### config.mk
export PLATFORM = sky130hd
export DESIGN_NAME = periph_disable_ctrl
export DESIGN_NICKNAME = d
export VERILOG_FILES = /design/src/shared/pgate_pkg.sv /design/src/periph_disable_ctrl.sv /design/src/periph_gate.sv
export SDC_FILE = /design/constraint.sdc
export NUM_CORES = 1
export LEC_CHECK = 0
export BUFFER_PORTS_ARGS = -buffer_cell sky130_fd_sc_hd__buf_2
export CORE_MARGIN = 2
export CORE_UTILIZATION = 35
export CTS_BUF_LIST = sky130_fd_sc_hd__clkbuf_4 sky130_fd_sc_hd__clkbuf_8
export DETAILED_ROUTE_END_ITERATION = 16
export GPL_TIMING_DRIVEN = 1
export HOLD_SLACK_MARGIN = 0.12
export PLACE_DENSITY = 0.89
export SLEW_MARGIN = 20
export SYNTH_ARGS = -nofsm -noshare
export SYNTH_HDL_FRONTEND = slang
export SYNTH_HIERARCHICAL = 1
export SYNTH_SLANG_ARGS = --single-unit
### constraint.sdc
create_clock -name pclk -period 1.5 [get_ports pclk]
set_clock_uncertainty 0.2 [all_clocks]
set_input_delay 0.15 -clock pclk [delete_from_list [all_inputs] [get_ports pclk]]
set_output_delay 0.15 -clock pclk [all_outputs]
set_load 0.02 [all_outputs]
### src/shared/pgate_pkg.sv
// shared constants and types for the peripheral disable control block
package pgate_pkg;

  // ---------------------------------------------------------------
  // register map
  // ---------------------------------------------------------------
  localparam int unsigned ADDR_W     = 12;
  localparam logic [11:0] CTRL_OFFSET = 12'h0f80;
  localparam logic [7:0]  CTRL_RESET  = 8'h80;
  localparam logic [31:0] RDATA_ZERO  = 32'h0000_0000;

  // ---------------------------------------------------------------
  // field positions inside the control register
  // ---------------------------------------------------------------
  localparam int unsigned BOD_BIT  = 4;
  localparam int unsigned ADC_BIT  = 2;
  localparam int unsigned COMP_BIT = 1;

  // one bit per gated peripheral
  typedef struct packed {
    logic bod;
    logic adc;
    logic comp;
  } periph_en_t;

endpackage

### src/periph_disable_ctrl.sv
// apb register that gates clock and power of the brown-out, adc and comparator blocks
module periph_disable_ctrl (
  input  wire logic                       pclk,
  input  wire logic                       presetn,
  input  wire logic                       sys_reset_req,
  input  wire logic                       psel,
  input  wire logic                       penable,
  input  wire logic                       pwrite,
  input  wire logic [pgate_pkg::ADDR_W-1:0] paddr,
  input  wire logic [31:0]                pwdata,
  input  wire logic [3:0]                 pstrb,
  output logic      [31:0]                prdata,
  output logic                            pready,
  output logic                            pslverr,
  input  wire logic                       brownout_always_on_option,
  output pgate_pkg::periph_en_t           periph_clk_en,
  output pgate_pkg::periph_en_t           periph_pwr_en,
  output logic      [7:0]                 ctrl_value
);

  // ---------------------------------------------------------------
  // option bit synchroniser
  // ---------------------------------------------------------------
  logic opt_meta_q;
  logic opt_sync_q;

  always_ff @(posedge pclk or negedge presetn)
  begin
    if (!presetn)
    begin
      opt_meta_q <= 1'b0;
      opt_sync_q <= 1'b0;
    end
    else
    begin
      opt_meta_q <= brownout_always_on_option;
      opt_sync_q <= opt_meta_q;
    end
  end

  // ---------------------------------------------------------------
  // apb decode
  // ---------------------------------------------------------------
  logic [7:0]  ctrl_q;
  logic [7:0]  ctrl_d;
  logic        addr_hit;
  logic        setup_phase;
  logic        access_done;
  logic        write_fire;
  logic        pready_d;
  logic        pslverr_d;
  logic [31:0] prdata_d;

  assign addr_hit    = (paddr[pgate_pkg::ADDR_W-1:2] == pgate_pkg::CTRL_OFFSET[pgate_pkg::ADDR_W-1:2]);
  assign setup_phase = psel & ~penable & ~sys_reset_req;
  assign access_done = psel & penable & pready;
  // a pending system reset aborts the write; the register itself is not cleared
  assign write_fire  = access_done & pwrite & addr_hit & pstrb[0] & ~sys_reset_req;
  // reserved bits are kept as written, so software sees exactly what it stored
  assign ctrl_d      = write_fire ? pwdata[7:0] : ctrl_q;
  // answer is prepared in a setup cycle without sys_reset_req, so the access phase has no wait state; after one with it pready stays low
  assign pready_d    = setup_phase;
  assign pslverr_d   = setup_phase & ~addr_hit;
  assign prdata_d    = (setup_phase & addr_hit & ~pwrite) ? {24'h00_0000, ctrl_q} : pgate_pkg::RDATA_ZERO;

  // ---------------------------------------------------------------
  // control register: loaded with CTRL_RESET by power-on reset only
  // ---------------------------------------------------------------
  always_ff @(posedge pclk or negedge presetn)
  begin
    if (!presetn)
      ctrl_q <= pgate_pkg::CTRL_RESET;
    else
      ctrl_q <= ctrl_d;
  end

  always_ff @(posedge pclk or negedge presetn)
  begin
    if (!presetn)
    begin
      pready  <= 1'b0;
      pslverr <= 1'b0;
      prdata  <= pgate_pkg::RDATA_ZERO;
    end
    else
    begin
      pready  <= pready_d;
      pslverr <= pslverr_d;
      prdata  <= prdata_d;
    end
  end

  always_ff @(posedge pclk or negedge presetn)
  begin
    if (!presetn)
      ctrl_value <= pgate_pkg::CTRL_RESET;
    else
      ctrl_value <= ctrl_d;
  end

  // ---------------------------------------------------------------
  // peripheral gating
  // ---------------------------------------------------------------
  logic bod_want;
  logic adc_want;
  logic comp_want;

  // brown-out needs both the register and the nonvolatile option
  assign bod_want  = ~ctrl_q[pgate_pkg::BOD_BIT] & opt_sync_q;
  assign adc_want  = ~ctrl_q[pgate_pkg::ADC_BIT];
  assign comp_want = ~ctrl_q[pgate_pkg::COMP_BIT];

  periph_gate u_gate_bod (
    .pclk     (pclk),
    .presetn  (presetn),
    .want_on  (bod_want),
    .clk_en_q (periph_clk_en.bod),
    .pwr_en_q (periph_pwr_en.bod)
  );

  periph_gate u_gate_adc (
    .pclk     (pclk),
    .presetn  (presetn),
    .want_on  (adc_want),
    .clk_en_q (periph_clk_en.adc),
    .pwr_en_q (periph_pwr_en.adc)
  );

  periph_gate u_gate_comp (
    .pclk     (pclk),
    .presetn  (presetn),
    .want_on  (comp_want),
    .clk_en_q (periph_clk_en.comp),
    .pwr_en_q (periph_pwr_en.comp)
  );
endmodule

### src/periph_gate.sv
// clock and power enable sequencer for one gated peripheral
module periph_gate (
  input  wire logic pclk,
  input  wire logic presetn,
  input  wire logic want_on,
  output logic      clk_en_q,
  output logic      pwr_en_q
);

  // ---------------------------------------------------------------
  // sequencing
  // ---------------------------------------------------------------
  // power comes up one cycle before the clock and goes down one cycle
  // after it, so the block never sees a clock while unpowered
  logic pwr_en_d;
  logic clk_en_d;

  assign pwr_en_d = want_on | clk_en_q;
  assign clk_en_d = want_on & pwr_en_q;

  // start off; the enables follow the control register within two edges
  always_ff @(posedge pclk or negedge presetn)
  begin
    if (!presetn)
    begin
      pwr_en_q <= 1'b0;
      clk_en_q <= 1'b0;
    end
    else
    begin
      pwr_en_q <= pwr_en_d;
      clk_en_q <= clk_en_d;
    end
  end

endmodule

After elaboration in Yosys (flattened, before gate mapping)
Index checks and enable logic that the tools add are counted.
- memories: 0
- bits in latches: 0
- output and inout bits: 48
- register bits: 26
- input bits: 55
- RAM bits: 0
- memory bits (read-only): 0
- logic and storage cells: 39
- add/subtract/negate cells: 0
- muxes and demuxes: 1
- bitwise operators: 25
- reductions and logical operators: 0
- shift-type cells: 0
- $mul: 0
- $lt $le $gt $ge: 0
- equality and inequality tests: 1
- div/mod/pow operators: 0
- operators with widths (cell ; count):
    $and A1 B1 Y1 ; 15
    $eq A10 B10 Y1 const B ; 1
    $mux W8 ; 1
    $not A1 Y1 ; 7
    $or A1 B1 Y1 ; 3

Longest topological paths before layout
- word-level depth: 6
- gate-level depth with buffers: 4
- depth with buffers taken out: 3

By module
The synthesis kept the hierarchy.
- modules (own cells, without submodules) (module ; sequential area each (um2) ; area each (um2) ; instances ; cells an instance):
    periph_disable_ctrl ; 501.7 ; 982.2 ; 1 ; 77
    periph_gate ; 50.0 ; 62.6 ; 3 ; 4

Worst setup path before layout
No wires, ideal clock.
- kind: input port to flip-flop
- start point: input port paddr[3] in the netlist's numbering
- end point: register ctrl_value[0]
- stages on the path: 3
- path buffers: 0
- path slack: -0.380 ns
- arrival: 1.555 ns
- data required time: 1.175 ns
- setup time: 0.125 ns
- cells stage by stage: or4_4 > nor4_4 > mux2_2
- longest elaborated chain between the ends: 4
- RTL lines (what ; line ; source):
    from (decl) ; periph_disable_ctrl.sv:9 ; input wire logic [pgate_pkg::ADDR_W-1:0] paddr,
    $eq A10 B10 Y1 ; periph_disable_ctrl.sv:54 ; assign addr_hit = (paddr[pgate_pkg::ADDR_W-1:2] == pgate_pkg::CTRL_OFFSET[pgate_pkg::ADDR_W-1:2]);
    $and A1 B1 Y1 (3 in series) ; periph_disable_ctrl.sv:58 ; assign write_fire = access_done & pwrite & addr_hit & pstrb[0] & ~sys_reset_req;
    to (signal assigned) ; periph_disable_ctrl.sv:96 ; ctrl_value <= pgate_pkg::CTRL_RESET;
    to (signal assigned) ; periph_disable_ctrl.sv:98 ; ctrl_value <= ctrl_d;
    to (decl) ; periph_disable_ctrl.sv:18 ; output logic [7:0] ctrl_value
No other way between the ends.
A chain may end at the register's enable or synchronous reset.

Worst setup path in the final report
- start point: input port paddr[3] in the netlist's numbering
- end point: register ctrl_value[6]
Same word-level chain as after synthesis.

==> impl_metrics.tcl <==
set metrics [dict create \
    status "finished with violations" \
    violations "negative setup slack" \
    setup-violations-final 8 \
    max_freq_mhz 651 \
    holdWs_ps 7.39 \
    p_total_mw 1.34 \
    ys_ff_latch 26 \
    drt-vias-per-instance 4.06 \
    async_flop_share_pct 100 \
    post_drt_wl_per_cell_um 11.3 \
    synth_top_area_share_pct 53.5 \
    hp-start "paddr[11]" \
    synth-edff-count 0 \
    r2r_end "ctrl_value[6]" \
    internal_power_mw 1.04 \
    hold_buffers 12 \
    fin_crit_ps 1540 \
    worst_setup_path_end_kind "flip-flop" \
    p_comb_share_pct 12.3 \
    grt_first_pass_wirelength_mm 3.26 \
    netSwitchingFraction_pct 22.3 \
    synth.yosys.seq_area_share_pct 55.7 \
    syn_avg_cell_area_um2 13.1 \
    die_y_um 61.8 \
    nets 213 \
    power_frac_seq_pct 53.2 \
    synth_top_cell_by_area "dfrtp_1" \
    cts_buffers 3 \
    io_pins 103 \
    grt_usage_pct 11.6 \
    antenna_found_initial 0 \
    critPathMaxFanout 8 \
    routed_wl_mm 2.27 \
    p_sw_mw 0.298 \
    r2r_slack_ps 20 \
    clk_path_buf_depth 2 \
    startpoint "paddr[3]" \
    design_area_um2 1620 \
    clk_latency_ps 310 \
    die_area_um2 3820 \
    worstReg2RegStart "pready" \
    grt_use_met1_pct 11.7 \
    yosys-top-cells-area "dfrtp_1 (53%), buf_4 (15%), mux2_2 (7.7%), nor3b_2 (6.4%), dfstp_2 (2.2%)" \
    route.detailed.drc 0 \
    relSlewSlack_pct 63.4 \
    met3_usage_pct 2.07 \
    hold_viol 0 \
    placed_area_um2 1400 \
    critPathLaunchType "primary input" \
    diodes 0 \
    grt_max_degree 27 \
    grt_busiest_layer "met2" \
    worstHoldEndpoint "pslverr" \
    worstHoldPathCells 4 \
    ir_drop_mv 0.448 \
    ant_nets 0 \
    dp.final_hpwl_mm 1.58 \
    grt_pass1_vias 777 \
    yosysUniqueCellTypes 20 \
    place_congestion 0.784 \
    yosys-top-cells-count "dfrtp_1 (25), buf_4 (24), mux2_2 (8), nor3b_2 (6)" \
    critPathKind "primary input to flip-flop" \
    clockRootBuffer "clkbuf_4" \
    cts_htree_levels 1 \
    cp.required_ps 1500 \
    drive_above_1_share_pct 49.7 \
    first_iter_violations 29 \
    yosys_warnings 6 \
    syn2layout_area_growth_pct 38.3 \
    clkSinkCount 26 \
    syn_area_um2 1170 \
    layout_worst_path_cycle_share_pct 102 \
    cp_common_cell "buf_6" \
    powerDensity_nw_per_um2 828 \
    die_w_um 61.8 \
    core-area_um2 3130 \
    grt_overflow 0 \
    fp-row-count 20 \
    synth.most_common_cell "dfrtp_1" \
    drv_cap 0 \
    start_util_pct 37.4 \
    nFillCells 250 \
    p_leak_nw 0.832 \
    cpPeakStageDelay_ps 550 \
    portBuffers 49 \
    tightest_slew_ps 549 \
    clkPwrFrac_pct 34.5 \
    synthFlopType "dfrtp_1" \
    rsz0062_at_grt "true" \
    crit_chain "buf_6, or4_4, nor4_4, buf_6, mux2_4" \
    hold_path_class "primary input to flip-flop" \
    vias 817 \
    r2r_cells 4 \
    use_met2_pct 23.5 \
    slew_viol_final 0 \
    synthCells 89 \
    clkTransAtPathRegs_ps 120 \
    setup_ws_ps -35.4 \
    first_pass_iters 2 \
    critical_path.slowest_cell "or4_4" \
    cp.arrival_ps 1530 \
    cts_tree "built" \
]
## cells in the final DEF (no fill, tap or decap), types with 3 or more instances in the layout
cell type	synthesis	routed
clkbuf_4	0	3
dfrtp_1	25	25
buf_4	24	5
inv_1	3	3
nor3b_2	6	6
nor3_1	3	3
mux2_4	0	7
and2_1	3	3
conb_1	1	24
dlygate4sd3_1	0	12
buf_2	0	48
or2_1	3	3
## per-layer routing
| layer | vias to the layer above | part of all wire (%) |
|---|---|---|
| met5 | - | 0 |
| met4 | 0 | 0.53 |
| met3 | 2 | 5.7 |
| met2 | 40 | 55 |
| met1 | 394 | 39 |
| li1 | 381 | - |
## power groups by stage
stage / sequential, mW / combinational, mW / clock (mW)
detailed placement: 0.726 / 0.135 / 0
floorplan: 0.733 / 0.116 / 0
CTS: 0.713 / 0.163 / 0.470
finish: 0.712 / 0.165 / 0.462
global placement: 0.725 / 0.133 / 0
global route: 0.714 / 0.179 / 0.509
## cells by family (layout without fill, tap and decap cells)
| logic type | Yosys count | in the layout | synth area share, % |
|---|---|---|---|
| simple gates | 25 | 25 | 18.6 |
| buf+inv | 29 | 74 | 17.6 |
| flops | 26 | 26 | 55.7 |
| mux | 8 | 8 | 7.70 |
| other cells | 1 | 24 | 0.321 |
## timing repair
item	CTS	global route
pin swaps	4	2
buffers inserted	1	0
endpoints found under the hold margin	45	9
gates resized for setup	9	1
setup endpoints to repair	16	16
## per-stage QoR
stage / setup WS (ps) / utilization (%) / std cells / TNS, ps
3_5_place_dp: -359 / 44.7 / 184 / -5410
4_1_cts: -31.1 / 51.6 / 201 / -169
6_report: -35.4 / 51.7 / 201 / -170
3_3_place_gp: -333 / 44.7 / 184 / -5030
5_1_grt: -72.2 / 51.7 / 201 / -472
2_1_floorplan: -243 / - / 112 / -3800
## flip-flops by register name, summed over array words and instances, names as in the netlist
register and cells:
u_gate_bod/pwr_en_q 1, ctrl_value 8, u_gate_comp/clk_en_q 1, pready 1, u_gate_comp/pwr_en_q 1, opt_sync_q 1, u_gate_bod/clk_en_q 1, opt_meta_q 1
u_gate_adc/clk_en_q 1, pslverr 1, u_gate_adc/pwr_en_q 1, prdata 8
## how the worst max path moves through the flow
stage,endpoint,slack (ps),depth (start not counted)
floorplan,prdata[0],-240,4
global placement,prdata[1],-330,4
detailed placement,prdata[4],-360,4
CTS,ctrl_value[6],-30,5
global route,ctrl_value[0],-70,5
finish,ctrl_value[6],-40,5
## cell type report
class	count	area [µm²]	share of cell area, %
flip-flops and latches	26	652	40.3
multi-input cells	57	427	26.4
repair buffers	67	420	26.0
well taps	44	55.1	3.40
clock inverters	1	30.0	1.86
clock buffers	3	22.5	1.39
inverters	3	11.3	0.696
## critical path, delay by kind of cell
kind	cells	cell delay (ps)
buffers and inverters	2	290
muxes	1	310
and+or+nand+nor	2	780
Note: power is estimated with default switching activity, not from simulation.
